[config.mk]
export PLATFORM = sky130hd
export DESIGN_NAME = hfe_ep0_regs
export DESIGN_NICKNAME = d
export VERILOG_FILES = /design/src/verilog/hfe_pkg.sv /design/src/verilog/hfe_skid_buf.sv /design/src/verilog/hfe_tx_fifo.sv /design/src/verilog/hfe_ep0_regs.sv
export SDC_FILE = /design/constraint.sdc
export NUM_CORES = 1
export LEC_CHECK = 0
export BUFFER_PORTS_ARGS = -buffer_cell sky130_fd_sc_hd__clkbuf_2
export CAP_MARGIN = 30
export CORE_ASPECT_RATIO = 1.25
export CORE_MARGIN = 3
export CORE_UTILIZATION = 58
export DETAILED_ROUTE_END_ITERATION = 10
export HOLD_SLACK_MARGIN = 0.12
export PLACE_DENSITY = 0.85
export SYNTH_ARGS = -nofsm -noshare
export SYNTH_HDL_FRONTEND = slang
export SYNTH_HIERARCHICAL = 1
export SYNTH_SLANG_ARGS = --single-unit
[constraint.sdc]
create_clock -name sys_clk_i -period 3.5 [get_ports sys_clk_i]
set_input_delay 0.35 -clock sys_clk_i [delete_from_list [all_inputs] [get_ports sys_clk_i]]
set_output_delay 0.35 -clock sys_clk_i [all_outputs]
set_load 0.02 [all_outputs]
[src/verilog/hfe_pkg.sv]
// Shared constants for the function endpoint 0 transmit and interrupt mask registers
package hfe_pkg;
  localparam int unsigned DATA_W        = 8;
  localparam int unsigned ADDR_W        = 8;
  localparam int unsigned IRQ_W         = 5;
  localparam int unsigned DEV_ADDR_W    = 7;
  localparam int unsigned TX_CNT_W      = 4;
  localparam int unsigned FIFO_DEPTH    = 8;

  // Register offsets on the register access port
  localparam logic [7:0] OFS_INT_MASK   = 8'h01;
  localparam logic [7:0] OFS_FUNC_ADDR  = 8'h02;
  localparam logic [7:0] OFS_TX_FIFO    = 8'h03;
  localparam logic [7:0] OFS_TX_CNT     = 8'h04;

  // Interrupt mask field positions
  localparam int unsigned MSK_EP_ZERO_TX_BIT = 0;
  localparam int unsigned MSK_EP_ZERO_RX_BIT = 1;
  localparam int unsigned MSK_EP_ONE_TX_BIT  = 2;
  localparam int unsigned MSK_RST_BIT        = 3;
  localparam int unsigned MSK_SUSP_BIT       = 4;

  // Function address field positions
  localparam int unsigned PORT_EN_BIT   = 7;
  localparam int unsigned DEV_ADDR_LSB  = 0;

  // Reset values
  localparam logic [4:0] RST_INT_MASK   = 5'h00;
  localparam logic [6:0] RST_DEV_ADDR   = 7'h00;
  localparam logic       RST_PORT_EN    = 1'b0;
  localparam logic [3:0] RST_TX_CNT     = 4'h0;
  localparam logic [7:0] RD_ZERO        = 8'h00;
endpackage : hfe_pkg

[src/verilog/hfe_skid_buf.sv]
// Two-entry valid/ready buffer between the data port and the transmit FIFO
`timescale 1ns/1ps
module hfe_skid_buf #(
  parameter int unsigned W = 8
) (
  input  wire logic         sys_clk_i,
  input  wire logic         rstn_i,
  input  wire logic         clear_i,
  input  wire logic         in_valid_i,
  output logic              in_ready_o,
  input  wire logic [W-1:0] in_data_i,
  output logic              out_valid_o,
  input  wire logic         out_ready_i,
  output logic [W-1:0]      out_data_o
);
  logic [W-1:0] d0_q;
  logic [W-1:0] d1_q;
  logic [1:0]   cnt_q;
  logic [1:0]   cnt_d;
  logic         space_q;
  logic         push;
  logic         pop;

  assign push        = in_valid_i & space_q;
  assign pop         = out_valid_o & out_ready_i;
  assign out_valid_o = (cnt_q != 2'h0);
  assign out_data_o  = d0_q;
  // Ready comes from a flop so the writer never sees a combinational path
  assign in_ready_o  = space_q;

  always_comb begin
    cnt_d = cnt_q;
    if (push && !pop) begin
      cnt_d = cnt_q + 2'h1;
    end else if (pop && !push) begin
      cnt_d = cnt_q - 2'h1;
    end
  end

  always_ff @(posedge sys_clk_i) begin
    if (!rstn_i || clear_i) begin
      cnt_q   <= 2'h0;
      space_q <= 1'b1;
    end else begin
      cnt_q   <= cnt_d;
      space_q <= (cnt_d != 2'h2);
    end
  end

  always_ff @(posedge sys_clk_i) begin
    if (push && pop) begin
      if (cnt_q == 2'h1) begin
        d0_q <= in_data_i;
      end else begin
        d0_q <= d1_q;
        d1_q <= in_data_i;
      end
    end else if (push) begin
      if (cnt_q == 2'h0) begin
        d0_q <= in_data_i;
      end else begin
        d1_q <= in_data_i;
      end
    end else if (pop) begin
      d0_q <= d1_q;
    end
  end
endmodule : hfe_skid_buf

[src/verilog/hfe_tx_fifo.sv]
// Endpoint 0 transmit FIFO storage with clearable pointers
`timescale 1ns/1ps
module hfe_tx_fifo #(
  parameter int unsigned W     = 8,
  parameter int unsigned DEPTH = 8
) (
  input  wire logic         sys_clk_i,
  input  wire logic         rstn_i,
  input  wire logic         clear_i,
  input  wire logic         in_valid_i,
  output logic              in_ready_o,
  input  wire logic [W-1:0] in_data_i,
  output logic              out_valid_o,
  input  wire logic         out_ready_i,
  output logic [W-1:0]      out_data_o
);
  localparam int unsigned AW = $clog2(DEPTH);

  logic [W-1:0] mem_q [DEPTH];
  logic [AW:0]  wptr_q;
  logic [AW:0]  rptr_q;
  logic         full;
  logic         empty;

  assign empty       = (wptr_q == rptr_q);
  assign full        = (wptr_q[AW] != rptr_q[AW]) && (wptr_q[AW-1:0] == rptr_q[AW-1:0]);
  assign in_ready_o  = ~full;
  assign out_valid_o = ~empty;
  assign out_data_o  = mem_q[rptr_q[AW-1:0]];

  always_ff @(posedge sys_clk_i) begin
    if (!rstn_i || clear_i) begin
      wptr_q <= '0;
      rptr_q <= '0;
    end else begin
      if (in_valid_i && !full) begin
        wptr_q <= wptr_q + 1'b1;
      end
      if (out_ready_i && !empty) begin
        rptr_q <= rptr_q + 1'b1;
      end
    end
  end

  always_ff @(posedge sys_clk_i) begin
    if (in_valid_i && !full) begin
      mem_q[wptr_q[AW-1:0]] <= in_data_i;
    end
  end
endmodule : hfe_tx_fifo

[src/verilog/hfe_ep0_regs.sv]
// What this block does
// - Mask bit 4 enables suspend interrupt, reset clears
// - Mask bit 3 enables port reset interrupt
// - Mask bit 2 enables endpoint 1 transmit interrupt
// - Mask bit 1 enables endpoint 0 receive interrupt
// - Mask bit 0 enables endpoint 0 transmit interrupt
// - Set port feature sets read-only enabled flag
// - Set Address request loads device address field
// - Address field read/write, cleared at reset
// - Write-only data port pushes one byte
// - Byte count write arms the transmit FIFO
// - Byte count never decrements while sending
// - Byte count read/write, cleared at reset
// - Interrupt output follows unmasked pending bits
// - Armed FIFO sent on next IN token
`timescale 1ns/1ps
module hfe_ep0_regs #(
  parameter int unsigned FIFO_DEPTH = hfe_pkg::FIFO_DEPTH
) (
  input  wire logic       sys_clk_i,
  input  wire logic       rstn_i,
  // Register access port from the local controller's serial slave
  input  wire logic       reg_wr_i,
  input  wire logic       reg_rd_i,
  input  wire logic [7:0] reg_addr_i,
  input  wire logic [7:0] reg_wdata_i,
  output logic [7:0]      reg_rdata_o,
  output logic            fifo_wr_ready_o,
  // Interrupt status from the function interface
  input  wire logic [4:0] irq_status_i,
  output logic            irq_o,
  // Enumeration events from the function control logic
  input  wire logic       set_addr_i,
  input  wire logic [6:0] set_addr_val_i,
  input  wire logic       set_port_feature_i,
  output logic [6:0]      device_address_o,
  output logic            port_enabled_flag_o,
  // Endpoint 0 transmit engine side
  input  wire logic       in_token_i,
  input  wire logic       tx_ack_i,
  input  wire logic       setup_rcvd_i,
  input  wire logic       tx_fifo_clear_i,
  output logic            tx_fifo_arm_o,
  output logic            tx_valid_o,
  input  wire logic       tx_ready_i,
  output logic [7:0]      tx_data_o,
  output logic            tx_last_o,
  output logic            tx_zlp_o,
  output logic            tx_nak_o,
  output logic            tx_underrun_o
);
  typedef enum logic [0:0] {
    HFE_IDLE = 1'b0,
    HFE_SEND = 1'b1
  } hfe_state_t;

  hfe_state_t  state_q;
  logic [4:0]  int_mask_q;
  logic [6:0]  device_address_field_q;
  logic        port_enabled_flag_q;
  logic [3:0]  tx_byte_count_field_q;
  logic        tx_fifo_arm_q;
  logic [3:0]  remain_q;
  logic [7:0]  rdata_q;
  logic        irq_q;
  logic        tx_valid_q;
  logic [7:0]  tx_data_q;
  logic        tx_last_q;
  logic        tx_zlp_q;
  logic        tx_nak_q;
  logic        tx_underrun_q;

  logic        buf_push;
  logic        buf_ready;
  logic        buf_out_valid;
  logic [7:0]  buf_out_data;
  logic        fifo_in_ready;
  logic        fifo_valid;
  logic [7:0]  fifo_data;
  logic        fifo_pop;
  logic        slot_free;

  function automatic logic hit(input logic [7:0] addr, input logic [7:0] ofs);
    hit = (addr == ofs);
  endfunction : hit

  logic wr_mask;
  logic wr_addr;
  logic wr_fifo;
  logic wr_count;

  assign wr_mask   = reg_wr_i && hit(reg_addr_i, hfe_pkg::OFS_INT_MASK);
  assign wr_addr   = reg_wr_i && hit(reg_addr_i, hfe_pkg::OFS_FUNC_ADDR);
  assign wr_fifo   = reg_wr_i && hit(reg_addr_i, hfe_pkg::OFS_TX_FIFO);
  assign wr_count  = reg_wr_i && hit(reg_addr_i, hfe_pkg::OFS_TX_CNT);
  assign buf_push  = wr_fifo;
  assign slot_free = !tx_valid_q || tx_ready_i;
  assign fifo_pop  = (state_q == HFE_SEND) && slot_free && (remain_q != 4'h0) && fifo_valid;

  // Only the mask field is stored, upper bits are dropped on write
  always_ff @(posedge sys_clk_i) begin
    if (!rstn_i) begin
      int_mask_q <= hfe_pkg::RST_INT_MASK;
    end else if (wr_mask) begin
      int_mask_q <= reg_wdata_i[4:0];
    end
  end

  // Host's Set Address wins over a firmware write in the same cycle
  always_ff @(posedge sys_clk_i) begin
    if (!rstn_i) begin
      device_address_field_q <= hfe_pkg::RST_DEV_ADDR;
    end else if (set_addr_i) begin
      device_address_field_q <= set_addr_val_i;
    end else if (wr_addr) begin
      device_address_field_q <= reg_wdata_i[6:0];
    end
  end

  // Read-only: firmware writes to bit 7 are ignored
  always_ff @(posedge sys_clk_i) begin
    if (!rstn_i) begin
      port_enabled_flag_q <= hfe_pkg::RST_PORT_EN;
    end else if (set_port_feature_i) begin
      port_enabled_flag_q <= 1'b1;
    end
  end

  // Only firmware writes change the count; transmission never touches it
  always_ff @(posedge sys_clk_i) begin
    if (!rstn_i) begin
      tx_byte_count_field_q <= hfe_pkg::RST_TX_CNT;
    end else if (wr_count) begin
      tx_byte_count_field_q <= reg_wdata_i[3:0];
    end
  end

  // Arm set wins over any clear arriving in the same cycle
  always_ff @(posedge sys_clk_i) begin
    if (!rstn_i) begin
      tx_fifo_arm_q <= 1'b0;
    end else if (wr_count) begin
      tx_fifo_arm_q <= 1'b1;
    end else if (tx_ack_i || setup_rcvd_i || tx_fifo_clear_i) begin
      tx_fifo_arm_q <= 1'b0;
    end
  end

  always_ff @(posedge sys_clk_i) begin
    if (!rstn_i) begin
      irq_q <= 1'b0;
    end else begin
      irq_q <= |(irq_status_i & int_mask_q);
    end
  end

  // Registered read data keeps the serial slave free of a long decode path
  always_ff @(posedge sys_clk_i) begin
    if (!rstn_i) begin
      rdata_q <= hfe_pkg::RD_ZERO;
    end else if (reg_rd_i) begin
      unique case (reg_addr_i)
        hfe_pkg::OFS_INT_MASK:  rdata_q <= {3'h0, int_mask_q};
        hfe_pkg::OFS_FUNC_ADDR: rdata_q <= {port_enabled_flag_q, device_address_field_q};
        hfe_pkg::OFS_TX_CNT:    rdata_q <= {4'h0, tx_byte_count_field_q};
        default:                rdata_q <= hfe_pkg::RD_ZERO;
      endcase
    end
  end

  // Transmit engine: a private down-counter leaves the byte count intact
  always_ff @(posedge sys_clk_i) begin
    if (!rstn_i || tx_fifo_clear_i) begin
      state_q       <= HFE_IDLE;
      remain_q      <= 4'h0;
      tx_valid_q    <= 1'b0;
      tx_data_q     <= 8'h00;
      tx_last_q     <= 1'b0;
      tx_zlp_q      <= 1'b0;
      tx_nak_q      <= 1'b0;
      tx_underrun_q <= 1'b0;
    end else begin
      tx_zlp_q      <= 1'b0;
      tx_nak_q      <= 1'b0;
      tx_underrun_q <= 1'b0;
      unique case (state_q)
        HFE_IDLE: begin
          if (tx_valid_q && tx_ready_i) begin
            tx_valid_q <= 1'b0;
            tx_last_q  <= 1'b0;
          end
          if (in_token_i) begin
            if (!tx_fifo_arm_q) begin
              tx_nak_q <= 1'b1;
            end else if (tx_byte_count_field_q == 4'h0) begin
              tx_zlp_q <= 1'b1;
            end else begin
              state_q  <= HFE_SEND;
              remain_q <= tx_byte_count_field_q;
            end
          end
        end
        HFE_SEND: begin
          if (slot_free) begin
            if (remain_q == 4'h0) begin
              tx_valid_q <= 1'b0;
              tx_last_q  <= 1'b0;
              state_q    <= HFE_IDLE;
            end else if (fifo_valid) begin
              tx_valid_q <= 1'b1;
              tx_data_q  <= fifo_data;
              tx_last_q  <= (remain_q == 4'h1);
              remain_q   <= remain_q - 4'h1;
            end else begin
              // FIFO ran dry before the count was reached
              tx_valid_q    <= 1'b0;
              tx_last_q     <= 1'b0;
              tx_underrun_q <= 1'b1;
              state_q       <= HFE_IDLE;
            end
          end
        end
      endcase
    end
  end

  hfe_skid_buf #(
    .W (hfe_pkg::DATA_W)
  ) u_buf (
    .sys_clk_i   (sys_clk_i),
    .rstn_i      (rstn_i),
    .clear_i     (tx_fifo_clear_i),
    .in_valid_i  (buf_push),
    .in_ready_o  (buf_ready),
    .in_data_i   (reg_wdata_i),
    .out_valid_o (buf_out_valid),
    .out_ready_i (fifo_in_ready),
    .out_data_o  (buf_out_data)
  );

  hfe_tx_fifo #(
    .W     (hfe_pkg::DATA_W),
    .DEPTH (FIFO_DEPTH)
  ) u_fifo (
    .sys_clk_i   (sys_clk_i),
    .rstn_i      (rstn_i),
    .clear_i     (tx_fifo_clear_i),
    .in_valid_i  (buf_out_valid),
    .in_ready_o  (fifo_in_ready),
    .in_data_i   (buf_out_data),
    .out_valid_o (fifo_valid),
    .out_ready_i (fifo_pop),
    .out_data_o  (fifo_data)
  );

  assign reg_rdata_o         = rdata_q;
  assign fifo_wr_ready_o     = buf_ready;
  assign irq_o               = irq_q;
  assign device_address_o    = device_address_field_q;
  assign port_enabled_flag_o = port_enabled_flag_q;
  assign tx_fifo_arm_o       = tx_fifo_arm_q;
  assign tx_valid_o          = tx_valid_q;
  assign tx_data_o           = tx_data_q;
  assign tx_last_o           = tx_last_q;
  assign tx_zlp_o            = tx_zlp_q;
  assign tx_nak_o            = tx_nak_q;
  assign tx_underrun_o       = tx_underrun_q;
endmodule : hfe_ep0_regs

### Word-level counts from Yosys, hierarchy flattened

Memory sizes are Yosys's and may differ from the RTL's. A register that Yosys moved wholly into a read port is not among the register bits.
Index checks and enable logic that the tools add are counted.

* reduce and logical (&&, ||, !) cells: 42
* $add $sub $neg: 5
* $lt $le $gt $ge: 0
* multiplexer cells: 42
* div/mod/pow operators: 0
* shifts and indexed selects: 0
* equality and inequality tests: 20
* $mul: 0
* bitwise operators: 10

Operators with widths (count)
* $mux W8: 9
* $mux W4: 6
* $pmux W8 S3: 1
* $mux W1: 18
* $eq A8 B2 Y1 const B: 2
* $ne A2 B2 Y1 const B: 8
* $logic_and A1 B1 Y1: 14
* $mux W7: 2
* $add A4 B1 Y4 const B: 2
* $eq A8 B1 Y1 const B: 1
* $eq A8 B3 Y1 const B: 1
* $logic_not A4 Y1: 2
* $pmux W4 S2: 1
* $reduce_bool A2 Y1: 4
* $reduce_or A4 Y1: 2
* $not A1 Y1: 7
* $logic_not A1 Y1: 6
* $pmux W1 S2: 3
* $reduce_and A6 Y1: 1
* $and A5 B5 Y5: 1
* $reduce_or A5 Y1: 1
* $eq A4 B1 Y1 const B: 1
* $eq A4 B4 Y1: 1
* $logic_or A1 B1 Y1: 4
* other kinds (17): 21

* register bits after elaboration: 64
* bits of input ports: 39
* memories kept: 1
* ROM bits: 0
* logic and storage cells: 140
* memory bits (writable): 64
* output and inout port bits: 32
* latch bits: 0

Memory list
* u_fifo.mem_q: depth 8, bits a word 8, rd ports 1, clocked after Yosys merged registers in 1, wr ports 1, RTL line hfe_tx_fifo.sv:19 `logic [W-1:0] mem_q [DEPTH];`

### Depth between registers and ports, before layout

* depth after elaboration: 8
* mapped depth: 10
* depth with buffers taken out: 8

### Modules after synthesis

The synthesis kept the hierarchy.

By module, submodules not included
* hfe_tx_fifo: area each 3261.9 um^2, instances 1, seq. area each 2142.1 um^2, cells an instance 178
* hfe_ep0_regs: area each 2025.7 um^2, instances 1, seq. area each 900.9 um^2, cells an instance 231
* hfe_skid_buf: area each 868.3 um^2, instances 1, seq. area each 540.5 um^2, cells an instance 54

### Worst setup path before layout

No wires, ideal clock.

* path kind: input to register
* start: in reg_addr_i[3]
* end: reg u_buf.d1_q[0], enable pin
* buffers on the path: 1
* slack: 0.910 ns
* library setup time: 0.386 ns
* data arrival time: 2.203 ns
* required time: 3.114 ns
* stages: 6
* cell sequence: or4_4 nor2_1 and3_1 nand2_1 buf_12 a211oi_1

* word-level cells in the longest chain between the ends: 6
* elaborated cells between the ends (all ways): 8
* those cells by class: eq/ne (3); bitwise (1); reduce/logical (4)

RTL lines
* start, declared: RTL line hfe_ep0_regs.sv:25 `input wire logic [7:0] reg_addr_i,`
* $eq A8 B2 Y1 *: RTL line hfe_ep0_regs.sv:84 `hit = (addr == ofs);`
* $logic_and A1 B1 Y1 *: RTL line hfe_ep0_regs.sv:94 `assign wr_fifo = reg_wr_i && hit(reg_addr_i, hfe_pkg::OFS_TX_FIFO);`
* via buf_push: RTL line hfe_ep0_regs.sv:73 `logic buf_push;`
* $and A1 B1 Y1 *: RTL line hfe_skid_buf.sv:24 `assign push = in_valid_i & space_q;`
* $logic_and A1 B1 Y1: RTL line hfe_skid_buf.sv:51 `if (push && pop) begin`
* $ne A2 B2 Y1 (no source line) (tied with other cells)
* $reduce_and A3 Y1 (no source line) *
* end signal, assigned: RTL line hfe_skid_buf.sv:56 `d1_q <= in_data_i;`
* end signal, assigned: RTL line hfe_skid_buf.sv:62 `d1_q <= in_data_i;`
* end, declared: RTL line hfe_skid_buf.sv:17 `logic [W-1:0] d1_q;`

Mark *: on every way through the listed nets, which the timed path passes. The rest lies on a longest branch.
A chain may end at the register's enable or synchronous reset.

### Final worst setup path

* start: reg u_fifo.wptr_q[2]
* end: reg u_buf.d0_q[5] (netlist: u_buf/out_data_o[5]), data pin

* word-level cells in the longest chain between the ends: 6

RTL lines
* start, declared: RTL line hfe_tx_fifo.sv:20 `logic [AW:0] wptr_q;`
* start signal, assigned: RTL line hfe_tx_fifo.sv:37 `wptr_q <= wptr_q + 1'b1;`
* $eq A3 B3 Y1: RTL line hfe_tx_fifo.sv:26 `assign full = (wptr_q[AW] != rptr_q[AW]) && (wptr_q[AW-1:0] == rptr_q[AW-1:0]);`
* $logic_and A1 B1 Y1: RTL line hfe_tx_fifo.sv:26
* $not A1 Y1: RTL line hfe_tx_fifo.sv:27 `assign in_ready_o = ~full;`
* via fifo_in_ready: RTL line hfe_ep0_regs.sv:77 `logic fifo_in_ready;`
* $and A1 B1 Y1: RTL line hfe_skid_buf.sv:25 `assign pop = out_valid_o & out_ready_i;`
* $logic_and A1 B1 Y1: RTL line hfe_skid_buf.sv:51
* $mux W8: RTL line hfe_skid_buf.sv:51
* end signal, assigned: RTL line hfe_skid_buf.sv:53 `d0_q <= in_data_i;`
* end signal, assigned: RTL line hfe_skid_buf.sv:55 `d0_q <= d1_q;`
* end signal, assigned: RTL line hfe_skid_buf.sv:60 `d0_q <= in_data_i;`
* end, declared: RTL line hfe_skid_buf.sv:16 `logic [W-1:0] d0_q;`

The timed path passes the listed nets, and every way through them passes these cells.

==> run metrics <==
first-pass GRT wire length=a little over 20 mm; Final Cycle Share=0.7610; total CTS buffers=17; Clock Power Share=0.472; Ys Warns=6; layout cells sized above 1=0.2581; critical path required time=around 3.7 ns; FMAX=around 380 MHz; clock tree root buffer cell=clkbuf_16; sw frac=0.2097; worst path cell trace=xor2_1, nor4_4, inv_1, nor2b_2, a21oi_4, mux2_2; ys flop type=edfxtp_1; Clock Sinks=139; Post-Syn Area=6156 um2; internal power=0.002902 W; DP HPWL=8.681 mm; die height=121.2 um; largest net degree at the start of global routing=36; Netlist cell types=65; Clk Latency, worst-skew pair=between 0.4 and 0.5 ns; Synth Instances=463; Buffers & Inverters on Critical Path=1; RR Endpoint=u_buf/out_data_o[5]$_DFFE_PP_; routability congestion estimate=around 0.86; Nets=roughly 600; outcome=finished clean; post-route ant nets=0; post-synthesis net count=~510; Pwr per Cell Area=between 500 and 600 nW/um2; r2r startpoint=u_fifo/wptr_q[2]$_SDFFE_PP0P_; kind of cell adding the most delay to the critical path=simple AND/OR/NAND/NOR gates; Post-Synth Adder-Cell Area=0.01402; met2 routed WL=6.878 mm; Fill cells=~660; Die ar.=between 10000 and 15000 um2; Worst path depth=6; post-route setup TNS=0 ns; vias=4084; First-pass DRT Iterations=5; Rows=between 40 and 50; Final Max Tran Viols=0; Period minus WS final=between 2 and 3 ns; CTS tree=yes; number of global-route vias before repair=4099; largest buffer count on any clock path=2; Worst Tran Pin Value=between 0.8 and 0.9 ns; final hold slack=0.1407 ns; fin cells=683; LEAKAGE=2.609 nW; worst setup path category=reg2reg; Synth Register Bits=approximately 140; compound-cell area share of the yosys netlist=0.09207; mux cell area share after synthesis=0.1352; crit start category=flip-flop; grt ovf=0; number of setup buffers added after CTS=0; Total Routed Length=roughly 13 mm; final setup vio count=0; Hold WC Path Type=in2reg; ant diodes=0; DRC errors left=0; Clock transition at path regs=about 0.06 ns; H-tree depth=4; slowest stage cell, crit path=dfxtp_1; initial antenna violation count=0; CP endpoint kind=flip-flop; hold path startpoint=reg_wdata_i[7]; Hold EP=u_buf/d1_q[7]$_DFFE_PP_; max_cap viols=0; # port buffers=70; max incr delay on CP=approximately 0.56 ns; WL per Instance=18.82 um; wire length on met3=between 700 and 800 um; worst hold path depth=1; EDFF count, synth=80; cts hold-fix bufs=0; core area=between 10000 and 15000 um2; largest family of logic cells by synthesized area=multiplexers; DIE WIDTH=approximately 98 um; Worst Path Arrival=2.82 ns; Hold Fails Final Rpt=0; Top Layer Used=met4; Starting DRT DRC Count=about 330; wire length on met1=roughly 4.9 mm; simple-gate portion of the synthesized area=0.1289; RSZ-0062 raised after global routing=no; R2R cell count=6; Comb pwr share=0.043; initial core utilization=0.6030; Mapped Avg Cell Area=between 10 and 15 um2; Slew HR=0.4199; vias per cell=around 6.0; Clock Skew=0.006919 ns; P&R area growth vs syn=16.69%; sw power=0.0007700 W; All-Layer GR Usage=0.2242; post-synthesis xor/xnor area fraction=0.01707; sequential share of the synthesized area=0.5821; worst reg2reg setup slack=~0.84 ns; Inst Count DP=651; Ports=71; post-cts resize count=0; worst-path fanout max=12; async set-reset flop share out of synthesis=0; sequential share of power=0.485; maximum vdd drop=0.4105 mV
## per-layer routing
metal  global-route usage  vias up
met4              0.07344        0
li1                     -     1939
met3              0.06153       29
met5                    0        -
met1               0.2625     1965
met2               0.3991      151
## cell usage in the layout, fill, tap and decap left out, types with 3 or more instances in the layout
| cell | count |
|---|---|
| nor2b_1 | 12 |
| nand4_1 | 8 |
| o21ai_0 | 16 |
| mux4_1 | 16 |
| inv_1 | 13 |
| clkbuf_2 | 70 |
| nor2_1 | 7 |
| dfxtp_1 | 59 |
| clkbuf_16 | 17 |
| mux2_2 | 17 |
| xnor2_1 | 5 |
| and3b_1 | 3 |
| clkinv_2 | 3 |
| nand2b_1 | 12 |
| a22o_1 | 4 |
| nor4_1 | 4 |
| a21boi_0 | 4 |
| nand3_1 | 11 |
| or3b_2 | 3 |
| mux2i_1 | 22 |
| edfxtp_1 | 80 |
| ha_1 | 6 |
| a21boi_1 | 5 |
| a22oi_1 | 5 |
| buf_4 | 10 |
| nor3_1 | 5 |
| nor4b_1 | 5 |
| clkinv_4 | 3 |
| a41oi_1 | 3 |
| xor2_1 | 4 |
| nand2_1 | 46 |
| a21oi_1 | 22 |
| a211oi_1 | 3 |
## synthesized netlist by cell type, drive strengths merged, types with 9 or more instances
master  number  share of area
dfxtp       59           0.19
a21oi       23          0.021
nand3       11         0.0089
nor2b       13          0.014
edfxtp      80           0.39
inv         13         0.0079
mux4        16          0.068
mux2i       22          0.036
nand2       46          0.028
clkbuf      10         0.0061
nand2b      12          0.012
a21boi       9          0.011
mux2        17          0.031
buf         11          0.017
o21ai       16          0.013
## stage by stage
step	util	area, um2	total power, W	setup WS (ns)
4_1_cts	0.7036	7183	0.003688	0.8868
2_1_floorplan	-	6156	0.001901	0.9101
6_report	0.7036	7183	0.003672	0.8365
3_5_place_dp	0.6468	6603	0.001969	0.8558
3_3_place_gp	0.6468	6603	0.001961	0.9431
5_1_grt	0.7036	7183	0.003778	0.7291
## cells by family after synthesis
logic type | count (synthesis)
buffers and inverters | 34
AND/OR/NAND/NOR | 136
AO/OA/AOI/OAI | 82
XOR/XNOR | 10
adder cells (fa/ha/maj) | 7
multiplexers | 55
flip-flops | 139
## sequential cells by signal, indices dropped and copies added, names as in the netlist, named ones only
signal                 cells
device_address_o           7
int_mask_q                 5
irq_o                      1
port_enabled_flag_o        1
reg_rdata_o                8
remain_q                   4
state_q                    1
tx_byte_count_field_q      4
tx_data_o                  8
tx_fifo_arm_o              1
tx_last_o                  1
tx_nak_o                   1
tx_underrun_o              1
tx_valid_o                 1
tx_zlp_o                   1
u_buf/cnt_q                2
u_buf/d1_q                 8
u_buf/in_ready_o           1
u_buf/out_data_o           8
u_fifo/mem_q              64
u_fifo/rptr_q              4
u_fifo/wptr_q              4
## power groups by stage
stage          Combinational, W  Sequential [W]  Clock (W)
6_report               0.000158         0.00178    0.00173
5_1_grt                0.000174         0.00178    0.00182
4_1_cts                0.000159         0.00178    0.00175
3_5_place_dp           0.000156         0.00181          0
3_3_place_gp           0.000151         0.00181          0
2_1_floorplan         0.0000890         0.00181          0
## layout make-up
cell class	instances	area (um2)	share of cell area
clock buffer	21	460.4	0.06410
clock inverter	11	120.1	0.01672
inverter	13	48.80	0.006793
multi-input combinational	290	2384	0.3318
sequential	139	3583	0.4989
tap	129	161.4	0.02247
timing repair buffer	80	425.4	0.05922
## worst max-delay path by stage
stage | to | startpoint | slack [ns]
global placement | u_buf/out_data_o[1]$_DFFE_PP_ | reg_addr_i[3] | 0.94
detailed placement | u_buf/out_data_o[2]$_DFFE_PP_ | reg_addr_i[3] | 0.86
global route | u_buf/out_data_o[3]$_DFFE_PP_ | u_fifo/wptr_q[2]$_SDFFE_PP0P_ | 0.73
floorplan | u_buf/d1_q[0]$_DFFE_PP_ | reg_addr_i[3] | 0.91
CTS | u_buf/out_data_o[5]$_DFFE_PP_ | u_fifo/wptr_q[2]$_SDFFE_PP0P_ | 0.89
finish | u_buf/out_data_o[5]$_DFFE_PP_ | u_fifo/wptr_q[2]$_SDFFE_PP0P_ | 0.84
No activity file was read; power rests on OpenSTA's default activity.
